[config.mk]
export PLATFORM = sky130hd
export DESIGN_NAME = icc_ctrl
export DESIGN_NICKNAME = d
export VERILOG_FILES = /design/src/hdl/icc_ctrl.v
export VERILOG_INCLUDE_DIRS = /design/src /design/src/hdl
export SDC_FILE = /design/constraint.sdc
export NUM_CORES = 1
export LEC_CHECK = 0
export ABC_AREA = 0
export BUFFER_PORTS_ARGS = -buffer_cell sky130_fd_sc_hd__buf_2
export CAP_MARGIN = 20
export CORE_UTILIZATION = 62
export DETAILED_ROUTE_END_ITERATION = 12
export PLACE_DENSITY = 0.87
export SETUP_SLACK_MARGIN = 0.2
export SLEW_MARGIN = 20
export SYNTH_ARGS = -nofsm -noshare
export SYNTH_HDL_FRONTEND = slang
export SYNTH_SLANG_ARGS = --single-unit
[constraint.sdc]
create_clock -name aclk -period 3.4 [get_ports aclk]
set_clock_uncertainty 0.1 [all_clocks]
set_input_delay 1.02 -clock aclk [delete_from_list [all_inputs] [get_ports aclk]]
set_output_delay 1.02 -clock aclk [all_outputs]
set_load 0.01 [all_outputs]
[src/hdl/icc_defs.vh]
// Register map, field positions and bus codes of the condition controller.
`ifndef ICC_DEFS_VH
`define ICC_DEFS_VH

// Channel count and address geometry.
`define ICC_NCH         6
`define ICC_AW          12
`define ICC_IDX_W       10
`define ICC_IDX_HI      11
`define ICC_IDX_LO      2

// Register indices; byte address is four times the index.
`define ICC_SMR4_IDX    {10'h2a4, 10'h294, 10'h284, 10'h264, 10'h254, 10'h244}
`define ICC_SMR3_IDX    {10'h2a5, 10'h295, 10'h285, 10'h265, 10'h255, 10'h245}

// Condition control register fields.
`define ICC_B_START     0
`define ICC_B_RSTART    1
`define ICC_B_STOP      2
`define ICC_B_SEL       3
`define ICC_B_ACK_LEVEL_VALUE      4
`define ICC_B_ACK_OUTPUT_SELECT      5
`define ICC_B_REL       6
`define ICC_B_HOLD      7
`define ICC_SMR4_RST    8'h00

// Clock phase and delay control register fields.
`define ICC_B_CLOCK_PHASE_DELAY_SEL      1
`define ICC_B_CLOCK_PIN_OPEN_DRAIN_SEL      3
`define ICC_DL_HI       7
`define ICC_DL_LO       5
`define ICC_DL_W        3
`define ICC_DLY_N       8
`define ICC_SMR3_MASK   8'hea
`define ICC_SMR3_RST    8'h00

// Register and bus widths, and bus response codes.
`define ICC_RW          8
`define ICC_DW          32
`define ICC_SW          4
`define ICC_RESP_OKAY   2'b00
`define ICC_RESP_SLVERR 2'b10

`endif

[src/hdl/icc_ctrl.v]
// Two-wire condition generator, line control and data delay, six channels.
//
// Contract
// - Phase bit set delays serial clock phase
// - Open-drain bit: clock pin never driven high
// - Data line delayed digitally by 3-bit field
// - Field N gives N to N+1 divider ticks
// - Unimplemented bits read undefined, write zero
// - Start request bit self-clears after start
// - Restart request bit self-clears after restart
// - Stop request bit self-clears after stop
// - Output select drives conditions onto lines
// - Ack select drives ack value on data
// - Clock output stop enable releases clock line
// - Clock hold bit holds clock line low
//
// Our own choice: register access over AXI4-Lite.
`timescale 1ns/1ps
`include "icc_defs.vh"

module icc_ctrl (
    // Clock and reset.
    input  wire                        aclk,
    input  wire                        aresetn,
    // AXI4-Lite write address channel.
    input  wire [`ICC_AW-1:0]          s_axi_awaddr,
    input  wire [2:0]                  s_axi_awprot,
    input  wire                        s_axi_awvalid,
    output wire                        s_axi_awready,
    // AXI4-Lite write data channel.
    input  wire [`ICC_DW-1:0]          s_axi_wdata,
    input  wire [`ICC_SW-1:0]          s_axi_wstrb,
    input  wire                        s_axi_wvalid,
    output wire                        s_axi_wready,
    // AXI4-Lite write response channel.
    output wire [1:0]                  s_axi_bresp,
    output wire                        s_axi_bvalid,
    input  wire                        s_axi_bready,
    // AXI4-Lite read address channel.
    input  wire [`ICC_AW-1:0]          s_axi_araddr,
    input  wire [2:0]                  s_axi_arprot,
    input  wire                        s_axi_arvalid,
    output wire                        s_axi_arready,
    // AXI4-Lite read data channel.
    output wire [`ICC_DW-1:0]          s_axi_rdata,
    output wire [1:0]                  s_axi_rresp,
    output wire                        s_axi_rvalid,
    input  wire                        s_axi_rready,
    // Per-channel serial logic side.
    input  wire [`ICC_NCH-1:0]         brg_tick,
    input  wire [`ICC_NCH-1:0]         ser_scl,
    input  wire [`ICC_NCH-1:0]         ser_sda,
    // Per-channel line drivers.
    output wire [`ICC_NCH-1:0]         scl_out,
    output wire [`ICC_NCH-1:0]         scl_oe,
    output wire [`ICC_NCH-1:0]         sda_out,
    output wire [`ICC_NCH-1:0]         sda_oe
);

    localparam [1:0] ST_IDLE   = 2'h0;
    localparam [1:0] ST_START  = 2'h1;
    localparam [1:0] ST_RSTART = 2'h2;
    localparam [1:0] ST_STOP   = 2'h3;
    localparam [1:0] STEP0     = 2'h0;
    localparam [1:0] STEP1     = 2'h1;
    localparam [1:0] STEP2     = 2'h2;
    localparam [1:0] STEP3     = 2'h3;

    localparam [`ICC_NCH*`ICC_IDX_W-1:0] SMR4_IDX = `ICC_SMR4_IDX;
    localparam [`ICC_NCH*`ICC_IDX_W-1:0] SMR3_IDX = `ICC_SMR3_IDX;

    // Bus slave state.
    reg                          awready_reg;
    reg                          wready_reg;
    reg                          aw_held_reg;
    reg                          w_held_reg;
    reg  [`ICC_IDX_W-1:0]        aw_idx_reg;
    reg  [`ICC_RW-1:0]           wdata_reg;
    reg                          wstrb0_reg;
    reg                          bvalid_reg;
    reg  [1:0]                   bresp_reg;
    reg                          arready_reg;
    reg                          rvalid_reg;
    reg  [`ICC_DW-1:0]           rdata_reg;
    reg  [1:0]                   rresp_reg;
    reg  [`ICC_NCH-1:0]          sda_out_reg;

    wire [`ICC_NCH*`ICC_RW-1:0]  smr4_all;
    wire [`ICC_NCH*`ICC_RW-1:0]  smr3_all;
    wire [`ICC_IDX_W-1:0]        ar_idx;
    wire                         wr_do;

    reg  [`ICC_DW-1:0]           rd_data;
    reg                          rd_hit;
    reg                          wr_hit;
    integer                      i;

    assign ar_idx = s_axi_araddr[`ICC_IDX_HI:`ICC_IDX_LO];
    assign wr_do  = aw_held_reg & w_held_reg & ~bvalid_reg;

    assign s_axi_awready = awready_reg;
    assign s_axi_wready  = wready_reg;
    assign s_axi_bvalid  = bvalid_reg;
    assign s_axi_bresp   = bresp_reg;
    assign s_axi_arready = arready_reg;
    assign s_axi_rvalid  = rvalid_reg;
    assign s_axi_rdata   = rdata_reg;
    assign s_axi_rresp   = rresp_reg;
    assign sda_out       = sda_out_reg;

    // Address decode; reserved bits of a mapped register read as zero.
    always @* begin
        rd_data = {`ICC_DW{1'b0}};
        rd_hit  = 1'b0;
        wr_hit  = 1'b0;
        for (i = 0; i < `ICC_NCH; i = i + 1) begin
            if (ar_idx == SMR4_IDX[i*`ICC_IDX_W +: `ICC_IDX_W]) begin
                rd_data[`ICC_RW-1:0] = smr4_all[i*`ICC_RW +: `ICC_RW];
                rd_hit = 1'b1;
            end else if (ar_idx == SMR3_IDX[i*`ICC_IDX_W +: `ICC_IDX_W]) begin
                rd_data[`ICC_RW-1:0] = smr3_all[i*`ICC_RW +: `ICC_RW];
                rd_hit = 1'b1;
            end
            if (aw_idx_reg == SMR4_IDX[i*`ICC_IDX_W +: `ICC_IDX_W] ||
                aw_idx_reg == SMR3_IDX[i*`ICC_IDX_W +: `ICC_IDX_W])
                wr_hit = 1'b1;
        end
    end

    // Take write address and data in either order, then answer.
    always @(posedge aclk) begin
        if (!aresetn) begin
            awready_reg <= 1'b0;
            wready_reg  <= 1'b0;
            aw_held_reg <= 1'b0;
            w_held_reg  <= 1'b0;
            aw_idx_reg  <= {`ICC_IDX_W{1'b0}};
            wdata_reg   <= {`ICC_RW{1'b0}};
            wstrb0_reg  <= 1'b0;
            bvalid_reg  <= 1'b0;
            bresp_reg   <= `ICC_RESP_OKAY;
        end else begin
            if (s_axi_awvalid && awready_reg) begin
                aw_held_reg <= 1'b1;
                awready_reg <= 1'b0;
                aw_idx_reg  <= s_axi_awaddr[`ICC_IDX_HI:`ICC_IDX_LO];
            end else if (!aw_held_reg) begin
                awready_reg <= 1'b1;
            end
            if (s_axi_wvalid && wready_reg) begin
                w_held_reg <= 1'b1;
                wready_reg <= 1'b0;
                wdata_reg  <= s_axi_wdata[`ICC_RW-1:0];
                wstrb0_reg <= s_axi_wstrb[0];
            end else if (!w_held_reg) begin
                wready_reg <= 1'b1;
            end
            if (wr_do) begin
                aw_held_reg <= 1'b0;
                w_held_reg  <= 1'b0;
                bvalid_reg  <= 1'b1;
                bresp_reg   <= wr_hit ? `ICC_RESP_OKAY : `ICC_RESP_SLVERR;
            end else if (bvalid_reg && s_axi_bready) begin
                bvalid_reg <= 1'b0;
            end
        end
    end

    // Read address is answered on the next edge.
    always @(posedge aclk) begin
        if (!aresetn) begin
            arready_reg <= 1'b0;
            rvalid_reg  <= 1'b0;
            rdata_reg   <= {`ICC_DW{1'b0}};
            rresp_reg   <= `ICC_RESP_OKAY;
            sda_out_reg <= {`ICC_NCH{1'b0}};
        end else begin
            sda_out_reg <= {`ICC_NCH{1'b0}};
            if (s_axi_arvalid && arready_reg) begin
                arready_reg <= 1'b0;
                rvalid_reg  <= 1'b1;
                rdata_reg   <= rd_data;
                rresp_reg   <= rd_hit ? `ICC_RESP_OKAY : `ICC_RESP_SLVERR;
            end else if (!rvalid_reg || s_axi_rready) begin
                rvalid_reg  <= 1'b0;
                arready_reg <= 1'b1;
            end
        end
    end

    genvar c;
    generate
        for (c = 0; c < `ICC_NCH; c = c + 1) begin : gen_ch
            reg  [`ICC_RW-1:0]    smr4_reg;
            reg  [`ICC_RW-1:0]    smr3_reg;
            reg  [1:0]            cg_state_reg;
            reg  [1:0]            cg_step_reg;
            reg                   cg_scl_reg;
            reg                   cg_sda_reg;
            reg  [`ICC_DLY_N-1:0] dly_reg;
            reg                   clock_phase_delay_sel_reg;
            reg                   scl_out_reg;
            reg                   scl_oe_reg;
            reg                   sda_oe_reg;

            wire                  smr4_wr;
            wire                  smr3_wr;
            wire                  sel;
            wire                  done_start;
            wire                  done_rstart;
            wire                  done_stop;
            wire [`ICC_DL_W-1:0]  dl;
            wire                  sda_src;
            wire                  sda_dly;
            wire                  scl_src;
            wire                  scl_lvl;
            wire                  sda_lvl;

            assign smr4_wr = wr_do & wstrb0_reg &
                (aw_idx_reg == SMR4_IDX[c*`ICC_IDX_W +: `ICC_IDX_W]);
            assign smr3_wr = wr_do & wstrb0_reg &
                (aw_idx_reg == SMR3_IDX[c*`ICC_IDX_W +: `ICC_IDX_W]);
            assign sel = smr4_reg[`ICC_B_SEL];

            assign done_start  = brg_tick[c] & (cg_state_reg == ST_START) &
                                 (cg_step_reg == STEP2);
            assign done_rstart = brg_tick[c] & (cg_state_reg == ST_RSTART) &
                                 (cg_step_reg == STEP3);
            assign done_stop   = brg_tick[c] & (cg_state_reg == ST_STOP) &
                                 (cg_step_reg == STEP2);

            // Ack value replaces serial data when ack output is selected.
            assign sda_src = smr4_reg[`ICC_B_ACK_OUTPUT_SELECT] ?
                             smr4_reg[`ICC_B_ACK_LEVEL_VALUE] : ser_sda[c];
            assign dl      = smr3_reg[`ICC_DL_HI:`ICC_DL_LO];
            assign sda_dly = (dl == {`ICC_DL_W{1'b0}}) ?
                             sda_src : dly_reg[dl];
            assign scl_src = smr3_reg[`ICC_B_CLOCK_PHASE_DELAY_SEL] ?
                             clock_phase_delay_sel_reg : ser_scl[c];
            assign scl_lvl = sel ? cg_scl_reg : scl_src;
            assign sda_lvl = sel ? cg_sda_reg : sda_dly;

            assign smr4_all[c*`ICC_RW +: `ICC_RW] = smr4_reg;
            assign smr3_all[c*`ICC_RW +: `ICC_RW] = smr3_reg;
            assign scl_out[c] = scl_out_reg;
            assign scl_oe[c]  = scl_oe_reg;
            assign sda_oe[c]  = sda_oe_reg;

            // A software write in the completion cycle wins over the clear.
            always @(posedge aclk) begin
                if (!aresetn) begin
                    smr4_reg <= `ICC_SMR4_RST;
                    smr3_reg <= `ICC_SMR3_RST;
                end else begin
                    if (smr4_wr) begin
                        smr4_reg <= wdata_reg;
                    end else begin
                        if (done_start)
                            smr4_reg[`ICC_B_START] <= 1'b0;
                        if (done_rstart)
                            smr4_reg[`ICC_B_RSTART] <= 1'b0;
                        if (done_stop)
                            smr4_reg[`ICC_B_STOP] <= 1'b0;
                    end
                    if (smr3_wr)
                        smr3_reg <= wdata_reg & `ICC_SMR3_MASK;
                end
            end

            // Condition generator, one step per divider tick; a first step can change both lines.
            always @(posedge aclk) begin
                if (!aresetn) begin
                    cg_state_reg <= ST_IDLE;
                    cg_step_reg  <= STEP0;
                    cg_scl_reg   <= 1'b1;
                    cg_sda_reg   <= 1'b1;
                end else begin
                    case (cg_state_reg)
                        ST_IDLE: begin
                            cg_step_reg <= STEP0;
                            if (sel && smr4_reg[`ICC_B_START])
                                cg_state_reg <= ST_START;
                            else if (sel && smr4_reg[`ICC_B_RSTART])
                                cg_state_reg <= ST_RSTART;
                            else if (sel && smr4_reg[`ICC_B_STOP])
                                cg_state_reg <= ST_STOP;
                        end
                        default: begin
                            if (brg_tick[c]) begin
                                cg_step_reg <= cg_step_reg + STEP1;
                                case ({cg_state_reg, cg_step_reg})
                                    {ST_START, STEP0}: begin
                                        cg_scl_reg <= 1'b1;
                                        cg_sda_reg <= 1'b1;
                                    end
                                    {ST_START, STEP1}: cg_sda_reg <= 1'b0;
                                    {ST_START, STEP2}: begin
                                        cg_scl_reg   <= 1'b0;
                                        cg_state_reg <= ST_IDLE;
                                    end
                                    {ST_RSTART, STEP0}: begin
                                        cg_scl_reg <= 1'b0;
                                        cg_sda_reg <= 1'b1;
                                    end
                                    {ST_RSTART, STEP1}: cg_scl_reg <= 1'b1;
                                    {ST_RSTART, STEP2}: cg_sda_reg <= 1'b0;
                                    {ST_RSTART, STEP3}: begin
                                        cg_scl_reg   <= 1'b0;
                                        cg_state_reg <= ST_IDLE;
                                    end
                                    {ST_STOP, STEP0}: begin
                                        cg_scl_reg <= 1'b0;
                                        cg_sda_reg <= 1'b0;
                                    end
                                    {ST_STOP, STEP1}: cg_scl_reg <= 1'b1;
                                    {ST_STOP, STEP2}: begin
                                        cg_sda_reg   <= 1'b1;
                                        cg_state_reg <= ST_IDLE;
                                    end
                                    default: cg_state_reg <= ST_IDLE;
                                endcase
                            end
                        end
                    endcase
                end
            end

            // Data delay line and clock phase stage, on divider ticks.
            always @(posedge aclk) begin
                if (!aresetn) begin
                    dly_reg  <= {`ICC_DLY_N{1'b1}};
                    clock_phase_delay_sel_reg <= 1'b1;
                end else if (brg_tick[c]) begin
                    dly_reg  <= {dly_reg[`ICC_DLY_N-2:0], sda_src};
                    clock_phase_delay_sel_reg <= ser_scl[c];
                end
            end

            // Line drivers; low hold has priority over release.
            always @(posedge aclk) begin
                if (!aresetn) begin
                    scl_out_reg <= 1'b0;
                    scl_oe_reg  <= 1'b0;
                    sda_oe_reg  <= 1'b0;
                end else begin
                    if (smr4_reg[`ICC_B_HOLD]) begin
                        scl_out_reg <= 1'b0;
                        scl_oe_reg  <= 1'b1;
                    end else if (smr4_reg[`ICC_B_REL]) begin
                        scl_out_reg <= 1'b0;
                        scl_oe_reg  <= 1'b0;
                    end else if (smr3_reg[`ICC_B_CLOCK_PIN_OPEN_DRAIN_SEL]) begin
                        scl_out_reg <= 1'b0;
                        scl_oe_reg  <= ~scl_lvl;
                    end else begin
                        scl_out_reg <= scl_lvl;
                        scl_oe_reg  <= 1'b1;
                    end
                    sda_oe_reg <= ~sda_lvl;
                end
            end
        end
    endgenerate

endmodule // icc_ctrl

==> results of run 1 <==
[cell type report]
type	count	share of cell area, %
Multi-Input combinational cell	912	48.67
Sequential cell	222	37.62
Clock buffer	35	5.953
Timing Repair Buffer	93	4.089
Tap cell	225	2.383
Inverter	37	1.197
Clock inverter	2	0.08474
[worst min-delay path by stage]
stage                                      endpoint  slack (ns)
finish              gen_ch[1].sda_oe_reg$_SDFF_PN0_        0.34
global route        gen_ch[2].sda_oe_reg$_SDFF_PN0_        0.35
CTS                 gen_ch[1].sda_oe_reg$_SDFF_PN0_        0.35
detailed placement  gen_ch[0].sda_oe_reg$_SDFF_PN0_        0.33
global placement    gen_ch[1].sda_oe_reg$_SDFF_PN0_        0.34
floorplan           gen_ch[0].sda_oe_reg$_SDFF_PN0_        0.31
[critical path, cell delays in order]
cell and delay (ns):
buf_2 0.10, nor4b_1 0.49, nand2_1 0.28, a2111oi_0 0.61, o21ai_0 0.22, o21ai_1 0.19
[layout by cell type (no fill, tap or decap), types with 4 or more instances in the layout]
cell	instances
xnor2_1	6
mux4_2	14
a211oi_1	13
nor4b_1	12
and2_1	8
o211ai_1	18
o21ai_0	68
clkbuf_16	25
a21o_1	4
dfxtp_1	222
a21oi_1	120
nor3_1	10
conb_1	32
mux2i_1	99
a22o_1	5
a221oi_1	5
and4b_1	6
o311ai_0	4
nand3_1	15
inv_1	36
nand2_1	235
o22ai_1	8
ha_1	24
nor2b_1	15
clkbuf_1	6
mux2_2	9
nor3b_1	6
or3_1	7
a31oi_1	4
a221o_1	11
clkbuf_8	4
o221ai_1	4
buf_4	7
nand2b_1	11
nor2_1	86
buf_2	86
[routing by layer]
metal	global-route usage (%)	part of all wire [%]	vias to the layer above	routed length, um
met4	8.739	2.7	0	688
met3	4.129	8.2	67	2102
met5	0	0	-	0
met2	47.79	47	383	11970
li1	-	-	4417	-
met1	38.40	42	4282	10790
[metrics by stage]
step / util (%) / power, mW / area [um2]
4_1_cts: 68.53 / 5.443 / 11810
3_3_place_gp: 64.39 / 3.056 / 11100
6_report: 68.53 / 5.419 / 11810
2_1_floorplan: - / 3.001 / 11050
5_1_grt: 68.53 / 5.587 / 11810
3_5_place_dp: 64.39 / 3.063 / 11100
[cell families (layout without fill, tap and decap cells)]
| group | count (synthesis) | in the layout |
|---|---|---|
| other | 1 | 32 |
| XOR/XNOR | 6 | 6 |
| multiplexers | 122 | 122 |
| AO/OA/AOI/OAI | 288 | 288 |
| flip-flops | 222 | 222 |
| buffers and inverters | 171 | 167 |
| AND/OR/NAND/NOR | 440 | 440 |
| adder cells (fa/ha/maj) | 24 | 24 |
[power by group]
part,leakage (nW),internal [mW],switching [mW]
Combinational,2.28,0.118,0.200
Sequential,1.80,2.65,0.0483
Clock,0.352,1.41,0.994
==> run metrics, run 1 <==
setup bufs post-CTS=0; Fin. Hold Viols=0; largest net degree at the start of global routing=77; number of diodes=0; Compound-Gate Fraction of Synth Area=approximately 16%; mux cell area share after synthesis=12.88%; RR Startpoint=aw_idx_reg[8]$_SDFFE_PN0P_; top cells by area, synth=dfxtp_1 (41%), mux2i_1 (9.1%), nand2_1 (8.1%); Final Wtd Congestion=0.8929; Synth area leader=dfxtp_1; Mapped Cells=approximately 1300; CTS Buf Count=24; CP Class=input port to flop; crit path DAT=2.92 ns; CTS root buf=clkbuf_16; clk slew on worst S/H paths=0.05 ns; First DRT Iteration DRCs=817; ys async rst share=0%; Avg Inst Size Synth=between 8 and 9 um2; Post-Layout Cell Count=1526; number of setup violations in the final report=0; Slew HR=43.14%; I/O pin total=roughly 160; reg-to-reg slack, setup=approximately 0.95 ns; Setup crit start=s_axi_araddr[10]; total gr overflow=0; Sink Count=222; Skew-Pair Late Insertion Delay=slightly above 0.5 ns; Buffers on Ports=86; Max Root-Sink Buffers=3; Placed Cells incl. Taps=1489; Max VDD drop=0.0004804 V; share of the synthesized area in the top cell type=about two fifths; synthesized area=0.01093 mm2; yosys warns=0; routed vias=about 9100; highest clock rate=386.1 MHz; CTS Hold Buffers Added=0; Reg2Reg Depth=5; die area=approximately 0.018 mm2; ANT nets after route=0; final setup TNS=0 ns; Seq/Total Area, Yosys=just over 40%; synthesis-stage register bit count=around 220; DRC viols=0; Worst setup SP type=input port; Rows=48; CTS tree=yes; largest fanout on the critical path=7; Critical Path RT=3.73 ns; storage element area=0.004444 mm2; Post-synth EDFFs=0; Hold Slack=0.3443 ns; initial antenna violation count=0; hold_sp=gen_ch[1].cg_sda_reg$_SDFFE_PN1P_; XOR/XNOR Fraction of Synth Area=0.4808%; worst slew pin tran=0.8507 ns; Critical Path End Type=flop; multi-input logic area=0.005749 mm2; most common cell in the synthesized netlist=nand2_1; vias in the first global route=approximately 8600; CP endpoint=s_axi_rdata[1]$_SDFFE_PN0P_; htree depth=1; Post-Synth Adder-Cell Area=between 2 and 3%; first-pass GRT wire length=approximately 42000 um; initial core utilization=63.41%; Syn-to-layout area delta=8.083%; worst min-delay path class=flop to flop; nets@finish=1405; leakage=4.431 nW; Vias per Instance=roughly 6.0; Worst R2R End=gen_ch[4].smr3_reg[3]$_SDFFE_PN0P_; number of library cell types mapped by synthesis=71; All-Layer GR Usage=28.66%; main combinational cell family by area after synthesis=simple AND/OR/NAND/NOR gates; Top FF cell, synth=dfxtp_1; post_cts resized=0; filler instances=1348; final WL=approximately 26000 um; WL per Instance=between 15 and 20 um; synth cell count leaders=nand2_1 (235), dfxtp_1 (222), a21oi_1 (120); chip height=134.8 um; status=finished clean; share of cells above drive strength 1=12.14%; core box area=between 0.015 and 0.02 mm2; DRT Pass-1 Iters=7; pre-CTS setup slack=0.3886 ns; fin crit period=2.590 ns; Hold Crit Depth=1; Tcrit/Tclk final=between 70% and 80%; Power Density=458.8 mW/mm2; HPWL Detailed=17370 um; Slew Limit Fails=0; Die Width=approximately 130 um; max_cap viols=0; Synth Area in Simple Gates=19.32%; RSZ-0062 raised after global routing=false; Setup WS post-layout=0.8101 ns
Note: power is estimated with default switching activity, not from simulation.
==> run 2: changes to the inputs <==
CORE_UTILIZATION = 52   (was 62)
PLACE_DENSITY = 0.78   (was 0.87)
clock period = 2.2 ns   (was 3.4 ns; I/O delays follow)
==> run 2 against run 1 <==
- critical path depth down 1
- first-iteration DRC count decreased by 15%
- non-clock buffer count rose by 49
- core utilization shrank 7.0 points
- setup slack worse by 0.74 ns
- via count increased by 1.5%
- critical path type is now flop to flop
==> run metrics, run 2 (same netlist as run 1, synthesis figures left out) <==
clk slew on worst S/H paths=0.06 ns (about the same); htree depth=1 (unchanged); first-pass GRT wire length=43420 um (+2.8%); total chip power=9.135 mW (+69%); Vias per Instance=5.712 (-4.7%); Net Switching=1.999 mW (+61%); number of setup violations in the final report=0 (unchanged); worst min-delay path class=input port to flop; I/O pin total=156 (unchanged); RSZ-0062 raised after global routing=true; total gr overflow=0 (unchanged); All-Layer GR Usage=24.62% (-4.0 points); final core utilization=61.53% (-7.0 points); max_cap viols=0 (unchanged); design area=0.01257 mm2 (+6.4%); fin crit period=2.126 ns; sw frac=21.88% (-1.0 points); highest clock rate=470.4 MHz; DRC viols=0 (unchanged); WL per Instance=16.60 um (-0.88%); power share of the clock group=48.4% (+4.0 points); initial core utilization=53.50% (-9.9 points); CTS root buf=clkbuf_16; Critical Path RT=2.49 ns (-1.24 ns); largest net degree at the start of global routing=77 (unchanged); Placed Cells incl. Taps=1580 (+6.1%); Logic pwr share=6.0% (about the same); largest fanout on the critical path=6 (-1); Skew-Pair Late Insertion Delay=0.51 ns (about the same); Syn-to-layout area delta=15.02%; core box area=0.02043 mm2 (+19%); worst slew pin tran=0.7797 ns (-0.07100 ns); Tcrit/Tclk final=96.63%; share of cells above drive strength 1=17.27% (+5.1 points); Max Root-Sink Buffers=3 (unchanged); Post-Layout Cell Count=1625 (+6.5%); number of diodes=0 (unchanged); Slew HR=47.95% (+4.8 points); HPWL Detailed=18920 um (+8.9%); pre-CTS setup slack=-0.2462 ns (-0.6348 ns); Final Wtd Congestion=0.9568 (+7.2%); Max VDD drop=0.0006309 V (+31%); Critical Path End Type=flop; Buffers on Ports=86 (unchanged); chip height=147.0 um (+9.1%); CP Class=flop to flop; Fin. Hold Viols=0 (unchanged); nets@finish=1454 (+3.5%); Die Width=147.0 um (+9.1%); routed vias=9282 (+1.5%); final WL=26970 um (+5.5%); CTS Buf Count=24 (unchanged); status=finished clean; crit path DAT=2.42 ns (-0.50 ns); Slew Limit Fails=0 (unchanged); Worst setup SP type=flop; Sink Count=222 (unchanged); die area=0.02160 mm2 (+19%); ANT nets after route=0 (unchanged); Seq pwr share=45.6% (-4.1 points); leakage=4.802 nW (+8.4%); most frequent cells in the layout=nand2_1 (235), dfxtp_1 (221), a21oi_1 (119); First DRT Iteration DRCs=697 (-15%); CTS tree=yes; most common cell after layout, fill and taps aside=nand2_1; Setup WS post-layout=0.07421 ns (-0.7359 ns); vias in the first global route=8540 (-0.64%); Power Density=726.7 mW/mm2 (+58%); Rows=52 (+8.3%); Internal=7.136 mW (+71%); initial antenna violation count=2 (+2); DP Area=0.01161 mm2 (+4.6%); DRT Pass-1 Iters=5 (-2)
## run 2: worst paths after layout
path	end	start	slack, ns	depth (start not counted)
hold reg to reg	gen_ch[5].sda_oe_reg$_SDFF_PN0_	gen_ch[5].cg_sda_reg$_SDFFE_PN1P_	0.35	1
setup / recovery	gen_ch[0].smr3_reg[7]$_SDFFE_PN0P_	aw_idx_reg[8]$_SDFFE_PN0P_	0.07	5
setup reg to reg	gen_ch[0].smr3_reg[7]$_SDFFE_PN0P_	aw_idx_reg[8]$_SDFFE_PN0P_	0.07	5
hold / removal	gen_ch[1].clock_phase_delay_sel_reg$_SDFFE_PN1P_	ser_scl[1]	0.28	3
## run 2: worst max-delay path, cell delays in order, from the launching register on
cell,delay [ns]
dfxtp_1,0.31
nand4bb_4,0.27
or4b_4,0.55
or4_4,0.51
mux2i_1,0.21
nor2_1,0.06
## run 2: metal layers
layer / GRT usage (%) / vias up / wire, um
met5: 0 / - / 22
met4: 8.454 / 4 / 850
met3: 3.789 / 65 / 1840
met1: 33.62 / 4355 / 11830
li1: - / 4525 / -
met2: 39.69 / 333 / 12430
## run 2: timing repair
action,CTS,global route
setup buffers,2,1
setup endpoints to repair,25,61
hold buffers,0,0
gates resized for setup,5,13
pin swaps,1,4
## run 2: per-stage QoR
stage                TNS, ns  hold WS [ns]
finish                     0        0.2751
global route        -0.02254        0.2846
CTS                        0        0.2625
detailed placement    -1.046        0.3349
global placement     -0.8762        0.3377
floorplan                  0        0.3127
## run 2: cell type report
type	instances	area, um2
Fill cell	1707	7859
Multi-Input combinational cell	912	5864
Inverter	37	141.4
Clock buffer	35	713.2
Clock inverter	7	160.2
Timing Repair Buffer	142	908.4
Sequential cell	222	4446
Tap cell	270	337.8
## run 2: power groups by stage
stage / combinational [mW] / clock (mW) / sequential, mW
after CTS: 0.548 / 4.46 / 4.16
after floorplan: 0.434 / 0 / 4.22
after global placement: 0.536 / 0 / 4.25
after detailed placement: 0.544 / 0 / 4.25
after global routing: 0.600 / 4.64 / 4.17
final: 0.552 / 4.42 / 4.17
==> run 3: changes to the inputs <==
CORE_UTILIZATION = 45   (was 52)
PLACE_DENSITY = 0.7   (was 0.78)
REMOVE_ABC_BUFFERS = 1   (was not set)
SETUP_SLACK_MARGIN = not set   (was 0.2)
==> run 3 against run 2 <==
- sequential share of layout area barely moved
- critical path depth did not move
- wire length fell by 0.13%
- cell area barely moved
- power fell by 1.3%
- register-to-register slack barely moved
- global-route usage fell by 2.7 points
- die area rose by 15%
- final cell count rose by 3.8%
- critical path type unchanged
==> run metrics, run 3 (same netlist as run 1, synthesis figures left out) <==
status=finished clean; final WL=26940 um (-0.13%); largest fanout on the critical path=6 (unchanged); Rows=56 (+7.7%); leakage=4.795 nW (-0.15%); Worst R2R End=gen_ch[0].smr3_reg[3]$_SDFFE_PN0P_; Tcrit/Tclk final=97.20% (+0.57 points); initial core utilization=46.29% (-7.2 points); most frequent cells in the layout=nand2_1 (235), dfxtp_1 (221), a21oi_1 (120); Sink Count=222 (unchanged); Max VDD drop=0.0004086 V (-35%); htree depth=1 (unchanged); Die Width=157.8 um (+7.4%); Slew Limit Fails=0 (unchanged); Final Wtd Congestion=0.9052 (-5.4%); CTS Hold Buffers Added=0 (unchanged); HPWL Detailed=18970 um (+0.30%); CP endpoint=gen_ch[0].smr3_reg[3]$_SDFFE_PN0P_; total gr overflow=0 (unchanged); CTS root buf=clkbuf_16; fin crit period=2.138 ns (+0.01262 ns); most common cell after layout, fill and taps aside=nand2_1; I/O pin total=156 (unchanged); Vias per Instance=5.455 (-4.5%); Skew-Pair Late Insertion Delay=0.53 ns (+0.02 ns); Hold Crit Depth=3 (unchanged); die area=0.02492 mm2 (+15%); CTS tree=yes; vias in the first global route=8394 (-1.7%); routed vias=9197 (-0.92%); Buffers on Ports=86 (unchanged); filler instances=2174 (+27%); Slew HR=41.05% (-6.9 points); DRC viols=0 (unchanged); Post-Layout Cell Count=1686 (+3.8%); Worst setup SP type=flop; Critical Path End Type=flop; RR Startpoint=aw_idx_reg[8]$_SDFFE_PN0P_; Syn-to-layout area delta=14.99% (about the same); reg-to-reg slack, setup=0.06 ns (about the same); Max Root-Sink Buffers=3 (unchanged); ANT nets after route=0 (unchanged); worst slew pin tran=0.8830 ns (+0.1034 ns); largest net degree at the start of global routing=89 (+16%); max_cap viols=0 (unchanged); Placed Cells incl. Taps=1642 (+3.9%); final setup TNS=0 ns (unchanged); All-Layer GR Usage=21.91% (-2.7 points); storage element area=0.004446 mm2 (unchanged); First DRT Iteration DRCs=775 (+11%); Setup crit start=aw_idx_reg[8]$_SDFFE_PN0P_; initial antenna violation count=0 (-2); hold_sp=ser_scl[4]; multi-input logic area=0.005757 mm2 (-1.8%); CP Class=flop to flop; setup bufs post-CTS=0 (-2); highest clock rate=467.6 MHz (-0.59%); worst min-delay path class=input port to flop; crit path DAT=2.43 ns (about the same); DRT Pass-1 Iters=5 (unchanged); number of setup violations in the final report=0 (unchanged); Critical Path RT=2.49 ns (about the same); WL per Instance=15.98 um (-3.7%); Reg2Reg Depth=5 (unchanged); CTS Buf Count=25 (+4.2%); RSZ-0062 raised after global routing=true; chip height=157.8 um (+7.4%); nets@finish=1465 (+0.76%); first-pass GRT wire length=43180 um (-0.56%); Fin. Hold Viols=0 (unchanged); share of cells above drive strength 1=16.61% (-0.66 points); Power Density=717.5 mW/mm2 (-1.3%); number of diodes=0 (unchanged); clk slew on worst S/H paths=0.06 ns (about the same); core box area=0.02361 mm2 (+16%)
-- run 3: cell types whose count changed in the layout (fill, tap and decap cells not counted), sizes merged --
cell	change
buf	+10
clkinv	+2
clkinvlp	+2
bufinv	-1
clkbuf	-1
-- run 3: how the worst min path moves through the flow --
stage / to / slack [ns]
2_1_floorplan: gen_ch[0].sda_oe_reg$_SDFF_PN0_ / 0.31
3_3_place_gp: gen_ch[4].sda_oe_reg$_SDFF_PN0_ / 0.33
3_5_place_dp: gen_ch[4].sda_oe_reg$_SDFF_PN0_ / 0.33
4_1_cts: gen_ch[4].clock_phase_delay_sel_reg$_SDFFE_PN1P_ / 0.26
5_1_grt: gen_ch[4].clock_phase_delay_sel_reg$_SDFFE_PN1P_ / 0.27
6_report: gen_ch[4].clock_phase_delay_sel_reg$_SDFFE_PN1P_ / 0.27
-- run 3: layer usage --
layer,vias up,wire (um),global-route usage [%]
met2,279,12210,35.96
met4,0,638,5.455
li1,4537,-,-
met5,-,0,0
met3,44,1704,2.683
met1,4337,12380,30.36
-- run 3: power breakdown --
part | leakage, nW | switching, mW | internal, mW
sequential | 1.80 | 0.0735 | 4.09
clock | 0.409 | 1.64 | 2.66
combinational | 2.58 | 0.329 | 0.230
total | 4.79 | 2.04 | 6.98
-- run 3: area by class of cell --
class | instances | area share (%)
Clock buffer | 34 | 5.486
Inverter | 37 | 1.125
Tap cell | 319 | 3.176
Sequential cell | 222 | 35.37
Timing Repair Buffer | 152 | 7.766
Clock inverter | 10 | 1.264
Multi-Input combinational cell | 912 | 45.81
-- run 3: per-stage QoR --
stage                     hold slack, ns  setup slack [ns]  power (mW)  util, %  instance area (um2)
final                             0.2662           0.06159       9.018    53.22                12570
after global routing              0.2689         -0.001136       9.346    53.22                12570
after CTS                         0.2569          0.006982       9.097    53.20                12560
after detailed placement          0.3288           -0.1780       4.805    49.59                11710
after global placement            0.3323           -0.1695       4.798    49.59                11710
after floorplan                   0.3127            -1.827       4.484        -                10330
-- run 3: timing repair --
| action | in CTS | in global routing |
|---|---|---|
| pin swaps | 0 | 0 |
| resized for setup | 1 | 2 |
| setup endpoints to repair | 1 | 9 |
-- run 3: critical path, stage by stage (launching register included) --
cell and delay [ns]:
dfxtp_2 0.32, nand4bb_4 0.26, or4b_4 0.58, or4_4 0.51
mux2i_1 0.19, nor2_1 0.05
